## config.mk

```make
export PLATFORM = sky130hd
export DESIGN_NAME = ssh_store_unit
export DESIGN_NICKNAME = d
export VERILOG_FILES = /design/src/hdl/ssh_pkg.sv /design/src/hdl/ssh_store_unit.sv
export SDC_FILE = /design/constraint.sdc
export NUM_CORES = 1
export LEC_CHECK = 0
export BUFFER_PORTS_ARGS = -buffer_cell sky130_fd_sc_hd__buf_4
export CORE_MARGIN = 4
export CORE_UTILIZATION = 52
export DETAILED_ROUTE_END_ITERATION = 6
export PLACE_DENSITY = 0.88
export SLEW_MARGIN = 30
export SYNTH_ARGS = -nofsm -noshare
export SYNTH_HDL_FRONTEND = slang
export SYNTH_SLANG_ARGS = --single-unit
```

## constraint.sdc

```tcl
create_clock -name clk_sys -period 5.4 [get_ports clk_sys]
set_input_delay 0.27 -clock clk_sys [delete_from_list [all_inputs] [get_ports clk_sys]]
set_output_delay 0.27 -clock clk_sys [all_outputs]
set_load 0.02 [all_outputs]
```

## src/hdl/ssh_pkg.sv

```systemverilog
// shared constants and carriers of the store-single/halfword unit
// assumes a 32-bit big-endian core; bit 0 of an instruction is its msb
package ssh_pkg;
    // opcodes of the handled store forms
    localparam logic [5:0] OPC_INDEXED = 6'h1f;
    localparam logic [5:0] OPC_HALF = 6'h2c;
    localparam logic [5:0] OPC_HALF_UPD = 6'h2d;
    localparam logic [5:0] OPC_FSINGLE_UPD = 6'h35;
    localparam logic [9:0] XO_FSINGLE_UPD_IDX = 10'h2b7;
    localparam logic [9:0] XO_FSINGLE_IDX = 10'h297;
    localparam logic [9:0] XO_HALF_SWAP_IDX = 10'h396;
    // field msb positions, little-endian numbering of the word
    localparam int FLD_OPC_MSB = 31;
    localparam int FLD_SRC_MSB = 25;
    localparam int FLD_BASE_MSB = 20;
    localparam int FLD_INDEX_MSB = 15;
    localparam int FLD_DISP_MSB = 15;
    localparam int FLD_XO_MSB = 10;
    // register byte offsets
    localparam logic [7:0] REG_CTRL = 8'h00;
    localparam logic [7:0] REG_STATUS = 8'h04;
    localparam logic [7:0] REG_MASK = 8'h08;
    localparam logic [7:0] REG_LAST_EA = 8'h0c;
    localparam logic [7:0] REG_COUNT = 8'h10;
    // control bits and reset value
    localparam int CTRL_EN = 0;
    localparam int CTRL_ALIGN_CHK = 1;
    localparam logic [1:0] CTRL_RESET = 2'h3;
    // status / mask bits
    localparam int ST_DONE = 0;
    localparam int ST_ALIGN = 1;
    localparam int ST_DSI = 2;
    localparam int ST_ILLEGAL = 3;
    localparam int ST_UPDATE = 4;
    localparam int ST_WIDTH = 5;
    localparam logic [4:0] MASK_RESET = 5'h00;
    // double to single conversion limits and byte enable patterns
    localparam logic [10:0] EXP_DENORM_HI = 11'h380;
    localparam logic [10:0] EXP_DENORM_LO = 11'h36a;
    localparam logic [10:0] EXP_SHIFT_BASE = 11'h381;
    localparam logic [3:0] BE_HALF = 4'hc;
    localparam logic [3:0] BE_WORD = 4'hf;

    typedef enum logic [2:0] {
        SSH_ST_IDLE = 3'b001,
        SSH_ST_REQ = 3'b010,
        SSH_ST_RESP = 3'b100
    } ssh_state_t;

    typedef struct packed {
        logic [31:0] instr;
        logic [31:0] src_int;
        logic [63:0] src_float;
        logic [31:0] base_val;
        logic [31:0] index_val;
    } ssh_issue_t;

    typedef struct packed {
        logic [31:0] addr;
        logic [3:0] be;
        logic [31:0] data;
    } ssh_store_req_t;

    typedef struct packed {
        logic [4:0] idx;
        logic [31:0] ea;
    } ssh_wb_t;

    typedef struct packed {
        logic align;
        logic dsi;
        logic illegal;
        logic updated;
    } ssh_done_t;
endpackage

```

## src/hdl/ssh_store_unit.sv

```systemverilog
// store unit for single float stores and halfword stores, with ahb-lite control/status
// assumes operands arrive with the instruction, storage answers each request once
// Operation
// - float single stores convert source to single and write one word
// - displacement address is base plus sign-extended 16-bit offset, offset alone if base 0
// - indexed address is base plus index, index alone if base field 0
// - float update forms write address to base if base nonzero and no fault
// - halfword update writes address to base if base nonzero and no fault
// - halfword stores write source bits 16-31 to the addressed halfword
// - byte-swapped halfword store exchanges the two source bytes
// - float single stores leave float status and condition field 0 alone
// - halfword stores leave fixed-point exception and condition field 0 alone
// - displacement forms: opcode, source, base, displacement fields decoded
// - indexed forms: opcode 31, source, base, index, extended opcode, reserved bit
// - opcode 31 extended 695 is float single store with update indexed
// - opcode 31 extended 663 is float single store indexed
// - opcode 44 is plain halfword store with displacement
// - opcode 31 extended 918 is byte-swapped halfword store indexed
// - opcode 45 is halfword store with update, displacement form
// - opcode 53 is float single store with update, displacement form
`timescale 1ns/100ps
module ssh_store_unit (
    input wire logic clk_sys,
    input wire logic reset,
    input wire logic ce,
    input wire logic issue_valid,
    input wire ssh_pkg::ssh_issue_t issue,
    output logic issue_ready,
    output logic store_req_valid,
    output ssh_pkg::ssh_store_req_t store_req,
    input wire logic store_req_ready,
    input wire logic store_resp_valid,
    input wire logic store_resp_fault,
    output logic wb_valid,
    output ssh_pkg::ssh_wb_t wb,
    output logic done_valid,
    output ssh_pkg::ssh_done_t done,
    input wire logic hsel,
    input wire logic [31:0] haddr,
    input wire logic [1:0] htrans,
    input wire logic hwrite,
    input wire logic [2:0] hsize,
    input wire logic [31:0] hwdata,
    input wire logic hready,
    output logic hreadyout,
    output logic hresp,
    output logic [31:0] hrdata,
    output logic irq
);
    ssh_pkg::ssh_state_t state_ff, nxt_state;
    logic [1:0] ctrl_ff;
    logic [ssh_pkg::ST_WIDTH-1:0] status_ff, mask_ff, nxt_status;
    logic [31:0] last_ea_ff, count_ff, hrdata_ff;
    logic dwr_ff;
    logic [7:0] daddr_ff;
    ssh_pkg::ssh_store_req_t req_ff;
    ssh_pkg::ssh_wb_t wb_ff;
    ssh_pkg::ssh_done_t done_ff;
    logic upd_ff, wb_valid_ff, done_valid_ff;

    // instruction fields
    wire [5:0] opcode = issue.instr[ssh_pkg::FLD_OPC_MSB -: 6];
    wire [4:0] float_source_field = issue.instr[ssh_pkg::FLD_SRC_MSB -: 5];
    wire [4:0] integer_source_field = issue.instr[ssh_pkg::FLD_SRC_MSB -: 5];
    wire [4:0] base_register_field = issue.instr[ssh_pkg::FLD_BASE_MSB -: 5];
    wire [4:0] index_register_field = issue.instr[ssh_pkg::FLD_INDEX_MSB -: 5];
    wire [15:0] disp = issue.instr[ssh_pkg::FLD_DISP_MSB -: 16];
    wire [9:0] xo = issue.instr[ssh_pkg::FLD_XO_MSB -: 10];

    // form decode; the reserved low bit of indexed forms is ignored
    // indexed field layout
    wire is_indexed = (opcode == ssh_pkg::OPC_INDEXED);
    wire dec_fs_upd_idx = is_indexed && (xo == ssh_pkg::XO_FSINGLE_UPD_IDX);
    wire dec_fs_idx = is_indexed && (xo == ssh_pkg::XO_FSINGLE_IDX);
    wire dec_h_swap = is_indexed && (xo == ssh_pkg::XO_HALF_SWAP_IDX);
    wire dec_h = (opcode == ssh_pkg::OPC_HALF);
    wire dec_h_upd = (opcode == ssh_pkg::OPC_HALF_UPD);
    wire dec_fs_upd = (opcode == ssh_pkg::OPC_FSINGLE_UPD);
    wire is_float = dec_fs_upd_idx || dec_fs_idx || dec_fs_upd;
    wire is_half = dec_h || dec_h_upd || dec_h_swap;
    wire legal = is_float || is_half;
    wire is_update = dec_fs_upd_idx || dec_fs_upd || dec_h_upd;
    wire use_index = dec_fs_upd_idx || dec_fs_idx || dec_h_swap;
    wire base_zero = (base_register_field == 5'h00);

    // effective address, base field 0 reads as zero not the register
    // sign-extended displacement
    wire [31:0] disp_ext = {{16{disp[15]}}, disp};
    wire [31:0] offset = use_index ? issue.index_val : disp_ext;
    wire [31:0] base_op = base_zero ? 32'h0000_0000 : issue.base_val;
    wire [31:0] effective_address = base_op + offset;

    // double to single; out-of-range exponents take the plain bit selection
    // single conversion
    wire [10:0] dexp = issue.src_float[62:52];
    wire in_denorm = (dexp <= ssh_pkg::EXP_DENORM_HI) && (dexp >= ssh_pkg::EXP_DENORM_LO);
    wire [10:0] dshift = ssh_pkg::EXP_SHIFT_BASE - dexp;
    wire [23:0] dmant = {1'b1, issue.src_float[51:29]} >> dshift[4:0];
    wire [31:0] single_val = in_denorm ? {issue.src_float[63], 8'h00, dmant[22:0]}
                                       : {issue.src_float[63:62], issue.src_float[58:29]};

    // halfword data; storage bits 00-07 are the lower-addressed, high byte
    // low source halfword
    wire [15:0] half_plain = issue.src_int[15:0];
    wire [15:0] half_swap = {issue.src_int[7:0], issue.src_int[15:8]};
    wire [15:0] half_val = dec_h_swap ? half_swap : half_plain;

    // lane placement on a big-endian word bus
    wire [1:0] ofs = effective_address[1:0];
    wire [4:0] lane_shift = {ofs, 3'b000};
    wire [31:0] half_lanes = {half_val, 16'h0000} >> lane_shift;
    wire [3:0] half_be = ssh_pkg::BE_HALF >> ofs;
    wire [31:0] store_data = is_float ? single_val : half_lanes;
    wire [3:0] store_be = is_float ? ssh_pkg::BE_WORD : half_be;

    // a crossing access is always refused; odd halfwords only when checking is on
    wire cross_word = is_float ? (ofs != 2'b00) : (ofs == 2'b11);
    wire odd_half = is_half && ofs[0];
    wire misaligned = cross_word || (odd_half && ctrl_ff[ssh_pkg::CTRL_ALIGN_CHK]);

    // issue handshake
    assign issue_ready = ce && ctrl_ff[ssh_pkg::CTRL_EN] && (state_ff == ssh_pkg::SSH_ST_IDLE);
    wire issue_fire = issue_valid && issue_ready;
    wire local_reject = issue_fire && (!legal || misaligned);
    wire req_fire = ce && (state_ff == ssh_pkg::SSH_ST_REQ) && store_req_ready;
    wire resp_fire = ce && (state_ff == ssh_pkg::SSH_ST_RESP) && store_resp_valid;

    // sequencing: issue, hold request, wait for the storage answer
    always_comb begin
        nxt_state = state_ff;
        case (state_ff)
            ssh_pkg::SSH_ST_IDLE: begin
                if (issue_fire && legal && !misaligned) begin
                    nxt_state = ssh_pkg::SSH_ST_REQ;
                end
            end
            ssh_pkg::SSH_ST_REQ: begin
                if (req_fire) begin
                    nxt_state = ssh_pkg::SSH_ST_RESP;
                end
            end
            ssh_pkg::SSH_ST_RESP: begin
                if (resp_fire) begin
                    nxt_state = ssh_pkg::SSH_ST_IDLE;
                end
            end
            default: nxt_state = ssh_pkg::SSH_ST_IDLE;
        endcase
    end

    always_ff @(posedge clk_sys) begin
        if (reset) begin
            state_ff <= ssh_pkg::SSH_ST_IDLE;
        end else if (ce) begin
            state_ff <= nxt_state;
        end
    end

    // request capture; nothing leaves for storage on a local fault
    // no write on fault
    always_ff @(posedge clk_sys) begin
        if (reset) begin
            req_ff <= '0;
            upd_ff <= 1'b0;
            wb_ff <= '0;
        end else if (issue_fire) begin
            req_ff <= '{addr: effective_address, be: store_be, data: store_data};
            upd_ff <= is_update && !base_zero;
            wb_ff <= '{idx: base_register_field, ea: effective_address};
        end
    end

    assign store_req_valid = (state_ff == ssh_pkg::SSH_ST_REQ);
    assign store_req = req_ff;

    // completion and write-back pulses; fp status, cr0 and xer have no path out here
    // float and halfword update gate
    always_ff @(posedge clk_sys) begin
        if (reset) begin
            wb_valid_ff <= 1'b0;
            done_valid_ff <= 1'b0;
            done_ff <= '0;
        end else if (ce) begin
            wb_valid_ff <= resp_fire && upd_ff && !store_resp_fault;
            done_valid_ff <= local_reject || resp_fire;
            if (local_reject) begin
                done_ff <= '{align: legal && misaligned, dsi: 1'b0, illegal: !legal, updated: 1'b0};
            end else if (resp_fire) begin
                done_ff <= '{align: 1'b0, dsi: store_resp_fault, illegal: 1'b0,
                             updated: upd_ff && !store_resp_fault};
            end
        end
    end

    assign wb_valid = wb_valid_ff;
    assign wb = wb_ff;
    assign done_valid = done_valid_ff;
    assign done = done_ff;

    // ahb-lite slave; ce low stretches the data phase so nothing is lost
    wire addr_phase = hsel && htrans[1] && hready && ce;
    wire rd_status = addr_phase && !hwrite && (haddr[7:0] == ssh_pkg::REG_STATUS);
    wire wr_ctrl = ce && dwr_ff && (daddr_ff == ssh_pkg::REG_CTRL);
    wire wr_mask = ce && dwr_ff && (daddr_ff == ssh_pkg::REG_MASK);
    assign hreadyout = ce;
    assign hresp = 1'b0;

    // read mux, unmapped offsets read zero
    wire [31:0] rd_ctrl = {30'h0000_0000, ctrl_ff};
    wire [31:0] rd_stat = {27'h000_0000, status_ff};
    wire [31:0] rd_mask = {27'h000_0000, mask_ff};
    wire [31:0] rd_data = (haddr[7:0] == ssh_pkg::REG_CTRL) ? rd_ctrl :
                          (haddr[7:0] == ssh_pkg::REG_STATUS) ? rd_stat :
                          (haddr[7:0] == ssh_pkg::REG_MASK) ? rd_mask :
                          (haddr[7:0] == ssh_pkg::REG_LAST_EA) ? last_ea_ff :
                          (haddr[7:0] == ssh_pkg::REG_COUNT) ? count_ff : 32'h0000_0000;

    // address phase capture and read data register
    always_ff @(posedge clk_sys) begin
        if (reset) begin
            dwr_ff <= 1'b0;
            daddr_ff <= 8'h00;
            hrdata_ff <= 32'h0000_0000;
        end else if (ce) begin
            dwr_ff <= addr_phase && hwrite;
            daddr_ff <= haddr[7:0];
            if (addr_phase && !hwrite) begin
                hrdata_ff <= rd_data;
            end
        end
    end

    assign hrdata = hrdata_ff;

    // control and mask writes in the data phase
    always_ff @(posedge clk_sys) begin
        if (reset) begin
            ctrl_ff <= ssh_pkg::CTRL_RESET;
            mask_ff <= ssh_pkg::MASK_RESET;
        end else begin
            if (wr_ctrl) begin
                ctrl_ff <= hwdata[1:0];
            end
            if (wr_mask) begin
                mask_ff <= hwdata[ssh_pkg::ST_WIDTH-1:0];
            end
        end
    end

    // sticky events; a new event wins over the read that clears
    wire [ssh_pkg::ST_WIDTH-1:0] events = {wb_valid_ff,
                                           done_valid_ff && done_ff.illegal,
                                           done_valid_ff && done_ff.dsi,
                                           done_valid_ff && done_ff.align,
                                           done_valid_ff};
    always_comb begin
        nxt_status = rd_status ? '0 : status_ff;
        nxt_status = nxt_status | events;
    end

    always_ff @(posedge clk_sys) begin
        if (reset) begin
            status_ff <= '0;
        end else if (ce) begin
            status_ff <= nxt_status;
        end
    end

    assign irq = |(status_ff & mask_ff);

    // last address and count of stores that reached storage without fault
    always_ff @(posedge clk_sys) begin
        if (reset) begin
            last_ea_ff <= 32'h0000_0000;
            count_ff <= 32'h0000_0000;
        end else if (resp_fire && !store_resp_fault) begin
            last_ea_ff <= req_ff.addr;
            count_ff <= count_ff + 32'h0000_0001;
        end
    end
endmodule // ssh_store_unit

```

# --- After elaboration in Yosys (flattened, before gate mapping) ---
# Index checks and enable logic that the tools add are counted.
totals:
  reg_bits: 200
  in_bits: 271
  word_cells: 127
classes:
  add_sub_neg: 3
  n_lt_le_gt_ge: 2
  n_eq_ne: 19
  shift: 3
  mux: 19
  n_bitwise: 2
  reduce_logical: 59
ops:
  columns: ["cell", "n"]
  rows:
  - ["$mux W32", 8]
  - ["$logic_and A1 B1 Y1", 34]
  - ["$add A32 B1 Y32 const B", 1]
  - ["$add A32 B32 Y32", 1]
  - ["$shr A32 B5 Y32", 1]
  - ["$mux W31", 1]
  - ["$eq A10 B10 Y1 const B", 3]
  - ["$eq A8 B4 Y1 const B", 3]
  - ["$shr A24 B5 Y23", 1]
  - ["$eq A6 B6 Y1 const B", 3]
  - ["$logic_not A8 Y1", 2]
  - ["$mux W16", 1]
  - ["$mux W4", 3]
  - ["$ge A11 B10 Y1 const B", 1]
  - ["$le A11 B10 Y1 const B", 1]
  - ["$logic_or A1 B1 Y1", 11]
  - ["$mux W3", 3]
  - ["$pmux W3 S3", 1]
  - ["$eq A8 B3 Y1 const B", 1]
  - ["$eq A8 B5 Y1 const B", 1]
  - ["$eq A6 B5 Y1 const B", 1]
  - ["$and A5 B5 Y5", 1]
  - ["$logic_not A1 Y1", 5]
  - ["$logic_not A5 Y1", 1]
  - ["15 further kinds", 18]

# --- Depth between registers and ports, before layout ---
# Gate-level depths: netlist of the first run.
depth:
  word_depth: 13
  ltp_mapped: 17
  ltp_nobuf: 15

# --- Worst setup path before layout of the first run ---
# OpenSTA, ideal clock, no wires.
synth_path:
  path_kind: "input-to-reg"
  startpoint: "input port issue[164] (netlist bit)"
  endpoint: "register wb_ff, in the netlist wb[26]"
  setup_ns: 0.120
  arrival_ns: 4.044
  required_ns: 5.280
  setup_slack_ns: 1.236
  cell_stages: 14
  path_buffers: 2
  cell_sequence: "nand4bb_1 > or4_1 > buf_2 > nor2_1 > buf_1 > mux2_2 > ha_1 > and3_1 > and4_1 > a221o_1 > a31o_2 > a211oi_1 > o21ai_0 > a211o_1"
synth_between:
  elab_chain_len: 6
  elab_cells_between_ends: 10
  cone_classes: "add/sub: 1; eq/ne: 3; mux: 1; reduce/logical: 5"
synth_rtl:
  columns: ["item", "line", "source"]
  rows:
  - ["start, declared", "ssh_store_unit.sv:27", "input wire ssh_pkg::ssh_issue_t issue,"]
  - ["$eq A10 B10 Y1 (on tied branches)", "ssh_store_unit.sv:73, ssh_store_unit.sv:74", null]
  - ["$logic_and A1 B1 Y1 (on tied branches)", "ssh_store_unit.sv:73, ssh_store_unit.sv:74", null]
  - ["$logic_or A1 B1 Y1 (2 in a row)", "ssh_store_unit.sv:83", "wire use_index = dec_fs_upd_idx || dec_fs_idx || dec_h_swap;"]
  - ["$mux W32 (*)", "ssh_store_unit.sv:89", "wire [31:0] offset = use_index ? issue.index_val : disp_ext;"]
  - ["$add A32 B32 Y32 (*)", "ssh_store_unit.sv:91", "wire [31:0] effective_address = base_op + offset;"]
  - ["end signal, assigned", "ssh_store_unit.sv:169", "wb_ff <= '{idx: base_register_field, ea: effective_address};"]
  - ["end, declared", "ssh_store_unit.sv:57", "ssh_pkg::ssh_wb_t wb_ff;"]
# Every way passes the cells marked *; elsewhere a longest branch is shown, timed or not.
# A chain may end at the register's enable or synchronous reset.

# --- Final worst setup path of the first run ---
layout_path:
  startpoint: "input port issue[191] (netlist bit)"
  endpoint: "register wb_ff, in the netlist wb[26]"
layout_between:
  elab_chain_len: 6
  elab_cells_between_ends: 8
  cone_classes: "add/sub: 1; eq/ne: 1; mux: 1; reduce/logical: 5"
layout_rtl:
  columns: ["item", "line", "source"]
  rows:
  - ["$eq A6 B5 Y1 (*)", "ssh_store_unit.sv:72", "wire is_indexed = (opcode == ssh_pkg::OPC_INDEXED);"]
  - ["$logic_and A1 B1 Y1 (on tied branches)", "ssh_store_unit.sv:73, ssh_store_unit.sv:74", null]
  - ["$logic_or A1 B1 Y1", "ssh_store_unit.sv:83", null]
  - ["$logic_or A1 B1 Y1 (*)", "ssh_store_unit.sv:83", null]
  - ["$mux W32 (*)", "ssh_store_unit.sv:89", null]
  - ["$add A32 B32 Y32 (*)", "ssh_store_unit.sv:91", null]
# Marked as above.

==> results of run 1 <==
metrics by stage:
step	total power, uW	hold WS [ps]	utilization [%]
floorplan	2150	388	-
global placement	2480	442	62.5
detailed placement	2490	449	62.5
CTS	3850	28.9	65.3
global route	4000	27.1	65.4
finish	3850	40.5	65.4
critical path, delay by kind of cell:
| kind | cells | cell delay (ps) |
|---|---|---|
| AO/OA/AOI/OAI | 5 | 1390 |
| buffers and inverters | 2 | 340 |
| AND/OR/NAND/NOR | 6 | 1860 |
| adder cells (fa/ha/maj) | 1 | 400 |
| multiplexers | 1 | 370 |
metal layers:
metal / part of all wire, % / routed length (um)
met1: 42 / 17900
met4: 3.0 / 1260
met5: 0 / 0
met2: 45 / 19100
met3: 9.5 / 4040
state kept, by name, indices dropped and copies added (netlist names), 2 cells and up:
register / cells
daddr_ff: 8
ctrl_ff: 2
state_ff: 3
count_ff: 32
status_ff: 5
mask_ff: 5
wb: 37
last_ea_ff: 32
done: 4
store_req: 36
hrdata: 32
cells by family after synthesis:
logic type / after synthesis / synth area share [%]
simple gates: 593 / 22.0
compound gates: 419 / 21.4
flops: 200 / 32.3
buf+inv: 154 / 5.87
mux: 104 / 10.7
xor+xnor: 53 / 3.90
fa+ha+maj: 37 / 3.80
other cells: 1 / 0.0303
worst paths after layout:
path	cells after the start	endpoint	start	slack, ps
worst min register to register	2	last_ea_ff[8]$_SDFFE_PP0P_	last_ea_ff[8]$_SDFFE_PP0P_	460
worst max-delay path	15	wb[26]$_SDFFE_PP0P_	issue[191]	1150
worst min-delay path	2	ctrl_ff[1]$_SDFFE_PP1P_	hwdata[1]	40
worst max register to register	8	count_ff[24]$_SDFFE_PP0P_	state_ff[2]$_SDFFE_PP0P_	2260
report_power, final:
part	internal [uW]	leakage, uW	switching (uW)
combinational	390	0.00463	523
clock	655	0.000310	717
sequential	1520	0.00162	50.8
total	2560	0.00656	1290
placed cells by master, fill, tap and decap left out, types with 16 or more instances in the layout:
cell / instances
a21o_1: 37
o21ai_0: 64
xnor2_1: 19
mux2i_1: 65
a211oi_1: 16
ha_1: 36
inv_1: 20
mux2_2: 17
nand3_1: 29
a22oi_1: 34
nor2_1: 188
nor2b_1: 42
a21oi_1: 168
nand2_1: 200
and3_1: 17
buf_4: 329
xor2_1: 30
dfxtp_1: 200
clkbuf_16: 17
mux4_2: 20
nor3_1: 36
final cells by class:
| class | instances | area share [%] |
|---|---|---|
| Antenna cell | 2 | 0.0326 |
| Clock buffer | 17 | 2.77 |
| Clock inverter | 15 | 1.44 |
| Inverter | 21 | 0.513 |
| Multi-Input combinational cell | 1207 | 50.2 |
| Sequential cell | 200 | 26.1 |
| Tap cell | 319 | 2.60 |
| Timing Repair Buffer | 332 | 16.4 |
==> metrics.md, run 1 <==
| Metric | Value |
|---|---|
| Outcome | `complete, no violations` |
| M3 GR Usage | `8.28%` |
| Latest clock arrival within the worst-skew pair | `440 ps` |
| Slew HR | `31.7%` |
| Port bufs | `312` |
| FILL cells | `1,993` |
| Die Span X | `162 um` |
| Hold_buf cts | `0` |
| F_max | `0.235 GHz` |
| CP Launch Type | `input pin` |
| Final WL | `42,300 um` |
| Finish-stage setup viols | `0` |
| Pwr dens | `251 mW/mm2` |
| CTS Buf Count | `17` |
| Final instance area | `0.0154 mm2` |
| Root Buffer Master | `clkbuf_16` |
| Yosys warns | `0` |
| Mapped Cells | `1,561` |
| Die area | `0.0264 mm2` |
| Leakage Power | `0.00656 uW` |
| Top Usage Layer GRT | `met2` |
| Clock Skew | `19.8 ps` |
| Syn avg cell area | `7.94 um2` |
| First-pass iteration count of the detailed router | `6` |
| CTS Buffer Depth | `2` |
| Synth top area cells | `dfxtp_1 32%, a21oi_1 6.8%, nand2_1 6.1%` |
| Min Tclk post-route | `4250 ps` |
| Post-route setup slack | `1150 ps` |
| Post-synth ARST share | `0%` |
| Antenna viol nets, final | `0` |
| Grt ovf | `0` |
| Required time worst endpoint | `5790 ps` |
| Critical path, cell by cell | `buf_4, nand4bb_1, or4_1, nor2_2, buf_12, mux2_2, ha_1, and3_1, and4_1, a221o_1, a31o_2, a211oi_1, o21ai_0, nor4_1, a211o_1` |
| Layout cells sized above 1 | `23.8%` |
| CTS sink count | `200` |
| #FFs+latches synth | `200` |
| Post-synthesis net count | `1,869` |
| Ports | `419` |
| Worst Tran Pin Value | `1020 ps` |
| Cells after DPL | `2,078` |
| Row Count | `56` |
| Synthesized area | `0.0124 mm2` |
| Area fraction of the dominant cell type after synthesis | `32.3%` |
| Met1 Use GR | `41.4%` |
| Finished Layout Cells | `2,113` |
| Via count | `12,700` |
| RSZ-0062 raised after global routing | `no` |
| Starting Density | `52.8%` |
| Post-CTS Setup Inserts | `0` |
| EDFF count, synth | `0` |
| Met2 Track Usage GR | `48.5%` |
| Main synth FF type | `dfxtp_1` |
| Distinct cells, synth | `77` |
| Count leader, synth | `nand2_1` |
| Synth-to-Final Area Change | `24.0%` |
| Final period util | `78.8%` |
| CTS tree | `done` |
| Top post-synthesis cells by count | `201 x nand2_1, 200 x dfxtp_1, 190 x nor2_1, 168 x a21oi_1, 79 x clkbuf_1` |
| CP max stage cell | `or4_1` |
| Crit end category | `flip-flop` |
| Avg Vias per Cell | `6.00` |
| Area of the multi-input gates | `0.00770 mm2` |
| Largest vdd supply drop | `0.180 mV` |
| Total GRT Usage | `30.8%` |
| Fin. Hold Viols | `0` |
| HPWL Detailed | `31,900 um` |
| Seq/Total Area, Yosys | `32.3%` |
| Critical setup path kind | `in -> reg` |
| Vias in the first global route | `12,000` |
| Post-route setup TNS | `0 ps` |
| Initial antenna violation count | `2` |
| Worst hold path type | `in -> reg` |
| Place WS | `737 ps` |
| First-pass GRT wire length | `64,900 um` |
| Pins Over Slew Limit | `0` |
| Die Y | `162 um` |
| Initial DRC Count | `1,078` |
| Nets | `2,087` |
| Core area | `0.0235 mm2` |
| Dpl cell area | `0.0147 mm2` |
| Worst path arrival time | `4650 ps` |
| Post-CTS sizing | `0` |
| # H-tree levels | `4` |
| Drc violations | `0` |
| Yosys top cell by area | `dfxtp_1` |
| CP max stage delay | `670 ps` |
| CP max FO | `27` |
| Max Cap Viol | `0` |
| Largest net degree at the start of global routing | `97` |
| Clk slew on worst S/H paths | `90 ps` |
| GPL Wtd Cong | `0.993` |
| Drt wl/cell | `20.0 um` |
| Sequential cell area | `0.00400 mm2` |
Power figures use the tool's default switching activity.
==> inputs of run 2 (changes only) <==
Settings changed: ABC_AREA set to 1, CORE_ASPECT_RATIO set to 1.75, CORE_UTILIZATION 52 to 53.
Clock period 5.4 ns to 4.5 ns, I/O delays scaled along.
==> metrics.md, run 2 <==
| Metric | Value |
|---|---|
| Synth-to-Final Area Change | `21.5%` |
| Finished Layout Cells | `2,846 (+35%)` |
| Hold_buf cts | `1 (+1)` |
| Required time worst endpoint | `4860 ps (-930 ps)` |
| Dpl cell area | `0.0161 mm2 (+9.9%)` |
| Total GRT Usage | `35.9% (+5.1 points)` |
| Critical setup path kind | `in -> reg` |
| Adder-cell share of the synthesized area | `3.40% (-0.40 points)` |
| Largest family of logic cells by synthesized area | `simple AND/OR/NAND/NOR gates` |
| Die Span X | `130 um (-20%)` |
| Cells after DPL | `2,812 (+35%)` |
| Simple-gate share of the synthesized area | `39.0% (+17 points)` |
| Initial DRC Count | `1,647 (+53%)` |
| Reg2reg start | `state_ff[2]$_SDFFE_PP0P_` |
| Pint | `3290 uW (+29%)` |
| Core area | `0.0259 mm2 (+10%)` |
| Final instance area | `0.0168 mm2 (+9.6%)` |
| Final period util | `73.8%` |
| #FFs+latches synth | `200 (unchanged)` |
| Reg2reg path depth | `9 (+1)` |
| Reg power frac | `39.0% (-1.7 points)` |
| Finish-stage setup viols | `0 (unchanged)` |
| FILL cells | `2,463 (+24%)` |
| Main synth FF type | `dfxtp_1` |
| Latest clock arrival within the worst-skew pair | `460 ps (+20 ps)` |
| Largest vdd supply drop | `0.297 mV (+65%)` |
| Critical path, cell by cell | `buf_4, nand2_1, nor2_1, nand2_2, nor2_1, nand2_1, nand2_1, a21oi_1, ha_1, nand2_1, inv_1, a21oi_1, nand2_1, nand2_1, nand2_1, nand2_1, nand2_1, nand3_1, nand3_1, nand2_1, inv_1` |
| Root Buffer Master | `clkbuf_16` |
| Avg Vias per Cell | `5.69 (-5.2%)` |
| Pins Over Slew Limit | `0 (unchanged)` |
| Switching pwr | `1560 uW (+21%)` |
| CTS Buf Count | `17 (unchanged)` |
| Die Y | `222 um (+37%)` |
| Max Cap Viol | `0 (unchanged)` |
| Mux contribution to synthesized area | `0% (-11 points)` |
| F_max | `0.301 GHz` |
| Flop-to-flop setup slack | `1920 ps (-340 ps)` |
| CP dominant cell by count | `nand2_1` |
| Outcome | `finished with violations` |
| Via count | `16,200 (+28%)` |
| Distinct cells, synth | `54 (-30%)` |
| Crit end category | `flip-flop` |
| Area fraction of the dominant cell type after synthesis | `28.9% (-3.4 points)` |
| Post-Synth XOR/XNOR Area | `1.76% (-2.1 points)` |
| Sequential cell area | `0.00400 mm2 (unchanged)` |
| Clk slew on worst S/H paths | `70 ps (-20 ps)` |
| Seq/Total Area, Yosys | `28.9% (-3.4 points)` |
| Most frequent cells in the layout | `653 x nand2_1, 338 x buf_4, 269 x nand3_1` |
| First-pass iteration count of the detailed router | `7 (+1)` |
| HPWL Detailed | `41,300 um (+30%)` |
| Routed met2 length | `26,500 um (+39%)` |
| Die area | `0.0289 mm2 (+9.6%)` |
| RSZ-0062 raised after global routing | `no` |
| Syn avg cell area | `6.07 um2 (-24%)` |
| R2r endpoint | `count_ff[24]$_SDFFE_PP0P_` |
| Metal-1 WL | `19,800 um (+11%)` |
| Most common cell after layout, fill and taps aside | `nand2_1` |
| CP max FO | `19 (-30%)` |
| Post-CTS Setup Inserts | `0 (unchanged)` |
| Area of the multi-input gates | `0.00825 mm2 (+7.0%)` |
| Final WL | `52,800 um (+25%)` |
| Port bufs | `312 (unchanged)` |
| Drc violations | `9 (+9)` |
| Nets | `2,820 (+35%)` |
| Ports | `419 (unchanged)` |
| Initial antenna violation count | `1 (-1)` |
| GPL Wtd Cong | `1.02 (+2.5%)` |
| Hold Startpoint | `haddr[6]` |
| Layout cells sized above 1 | `16.5% (-7.4 points)` |
| Failing checks | `design-rule violations` |
| Drt wl/cell | `18.6 um (-7.3%)` |
| CP max stage cell | `nand2_1` |
| First-pass GRT wire length | `81,500 um (+25%)` |
| Clock network power share | `36.3% (+0.7 points)` |
| CTS sink count | `200 (unchanged)` |
| Max reg flops | `37 (unchanged)` |
| Yosys warns | `0 (unchanged)` |
| Comb power frac | `24.8% (+1.1 points)` |
| Fin. Hold Viols | `0 (unchanged)` |
| Synth Area in Compound Gates | `15.3% (-6.1 points)` |
| Post-route setup TNS | `0 ps (unchanged)` |
| Worst Tran Pin Value | `917 ps (-104 ps)` |
| CTS tree | `done` |
| Metal3 WL | `3940 um (-2.4%)` |
| Post-synthesis net count | `2,592 (+39%)` |
| Pwr dens | `288 mW/mm2 (+15%)` |
| Synth top area cells | `dfxtp_1 29%, nand2_1 18%, nand3_1 9.7%` |
| Yosys top cell by area | `dfxtp_1` |
| Largest net degree at the start of global routing | `80 (-18%)` |
| EDFF count, synth | `0 (unchanged)` |
| Post-CTS sizing | `0 (unchanged)` |
| Synthesized area | `0.0139 mm2 (+12%)` |
| Count leader, synth | `nand2_1` |
| Vias in the first global route | `15,400 (+29%)` |
| CP max stage delay | `600 ps (-70 ps)` |
| Clock Skew | `8.80 ps (-11.0 ps)` |
| Mapped Cells | `2,284 (+46%)` |
| Worst path arrival time | `3690 ps (-960 ps)` |
| CP Launch Type | `input pin` |
| Antenna viol nets, final | `0 (unchanged)` |
| Row Count | `78 (+39%)` |
| Post-synth ARST share | `0% (unchanged)` |
| Starting Density | `53.6% (+0.79 points)` |
| Hold Path Cell Cnt | `3 (+1)` |
| Grt ovf | `0 (unchanged)` |
| Hold Path Sink | `daddr_ff[6]$_SDFFE_PP0P_` |
| CTS Buffer Depth | `2 (unchanged)` |
| Top post-synthesis cells by count | `654 x nand2_1, 269 x nand3_1, 233 x inv_1, 219 x nor2_1, 200 x dfxtp_1` |
| Min Tclk post-route | `3320 ps` |
| Slew HR | `38.8% (+7.1 points)` |
| Sw Ratio | `32.1% (-1.4 points)` |
| # H-tree levels | `4 (unchanged)` |
| Worst hold path type | `in -> reg` |
| Top routing layer in use | `met4` |
| Leakage Power | `0.00817 uW (+25%)` |
[run 2: worst max-delay path by stage]
stage | slack (ps) | from | end | cells past startpoint
3_3_place_gp | 830 | issue[189] | wb[31]$_SDFFE_PP0P_ | 21
3_5_place_dp | 780 | issue[189] | done[2]$_SDFFE_PP0P_ | 21
6_report | 1180 | issue[189] | wb[31]$_SDFFE_PP0P_ | 21
4_1_cts | 1260 | issue[189] | state_ff[0]$_SDFFE_PP1P_ | 22
2_1_floorplan | 1430 | issue[189] | done_valid$_SDFFE_PP0P_ | 22
5_1_grt | 950 | issue[189] | wb[31]$_SDFFE_PP0P_ | 21
[run 2: layer usage]
layer	vias up	GRT usage, %
met5	-	0
met3	141	5.16
met2	782	62.5
li1	7848	-
met1	7409	42.7
met4	0	16.3
[run 2: per-stage QoR]
step           hold WS, ps  total power (uW)  worst slack (ps)  utilization [%]
3_3_place_gp           452              3100               831             62.4
5_1_grt               27.2              5040               955             65.1
2_1_floorplan          360              2650              1430                -
6_report              10.3              4850              1180             65.1
3_5_place_dp           455              3110               778             62.4
4_1_cts              0.579              4840              1260             65.1
[run 2: power groups by stage]
stage / logic, uW / clock network, uW / registers [uW]
3_3_place_gp: 1170 / 0 / 1930
3_5_place_dp: 1180 / 0 / 1930
6_report: 1200 / 1760 / 1890
5_1_grt: 1310 / 1830 / 1890
4_1_cts: 1190 / 1770 / 1890
2_1_floorplan: 684 / 0 / 1960
[run 2: cell families (layout without fill, tap and decap cells)]
family,count (synthesis),count (layout)
other,1,2
and+or+nand+nor,1253,1253
AOI/OAI and AO/OA,387,387
xor gates and xnor gates,27,27
DFF,200,200
buffers and inverters,379,620
adders and majority gates,37,37
[run 2: cell type report]
class / count / area share (%)
Sequential cell: 200 / 23.8
Clock buffer: 18 / 2.61
Antenna cell: 1 / 0.0149
Inverter: 248 / 5.55
Multi-Input combinational cell: 1705 / 49.0
Clock inverter: 14 / 1.42
Timing Repair Buffer: 340 / 15.3
Tap cell: 320 / 2.38
[run 2: worst max-delay path: cells and delay by family]
family	cells	cell delay (ps)
AND/OR/NAND/NOR	15	2510
buffers and inverters	3	190
adder cells (fa/ha/maj)	1	410
AO/OA/AOI/OAI	2	310
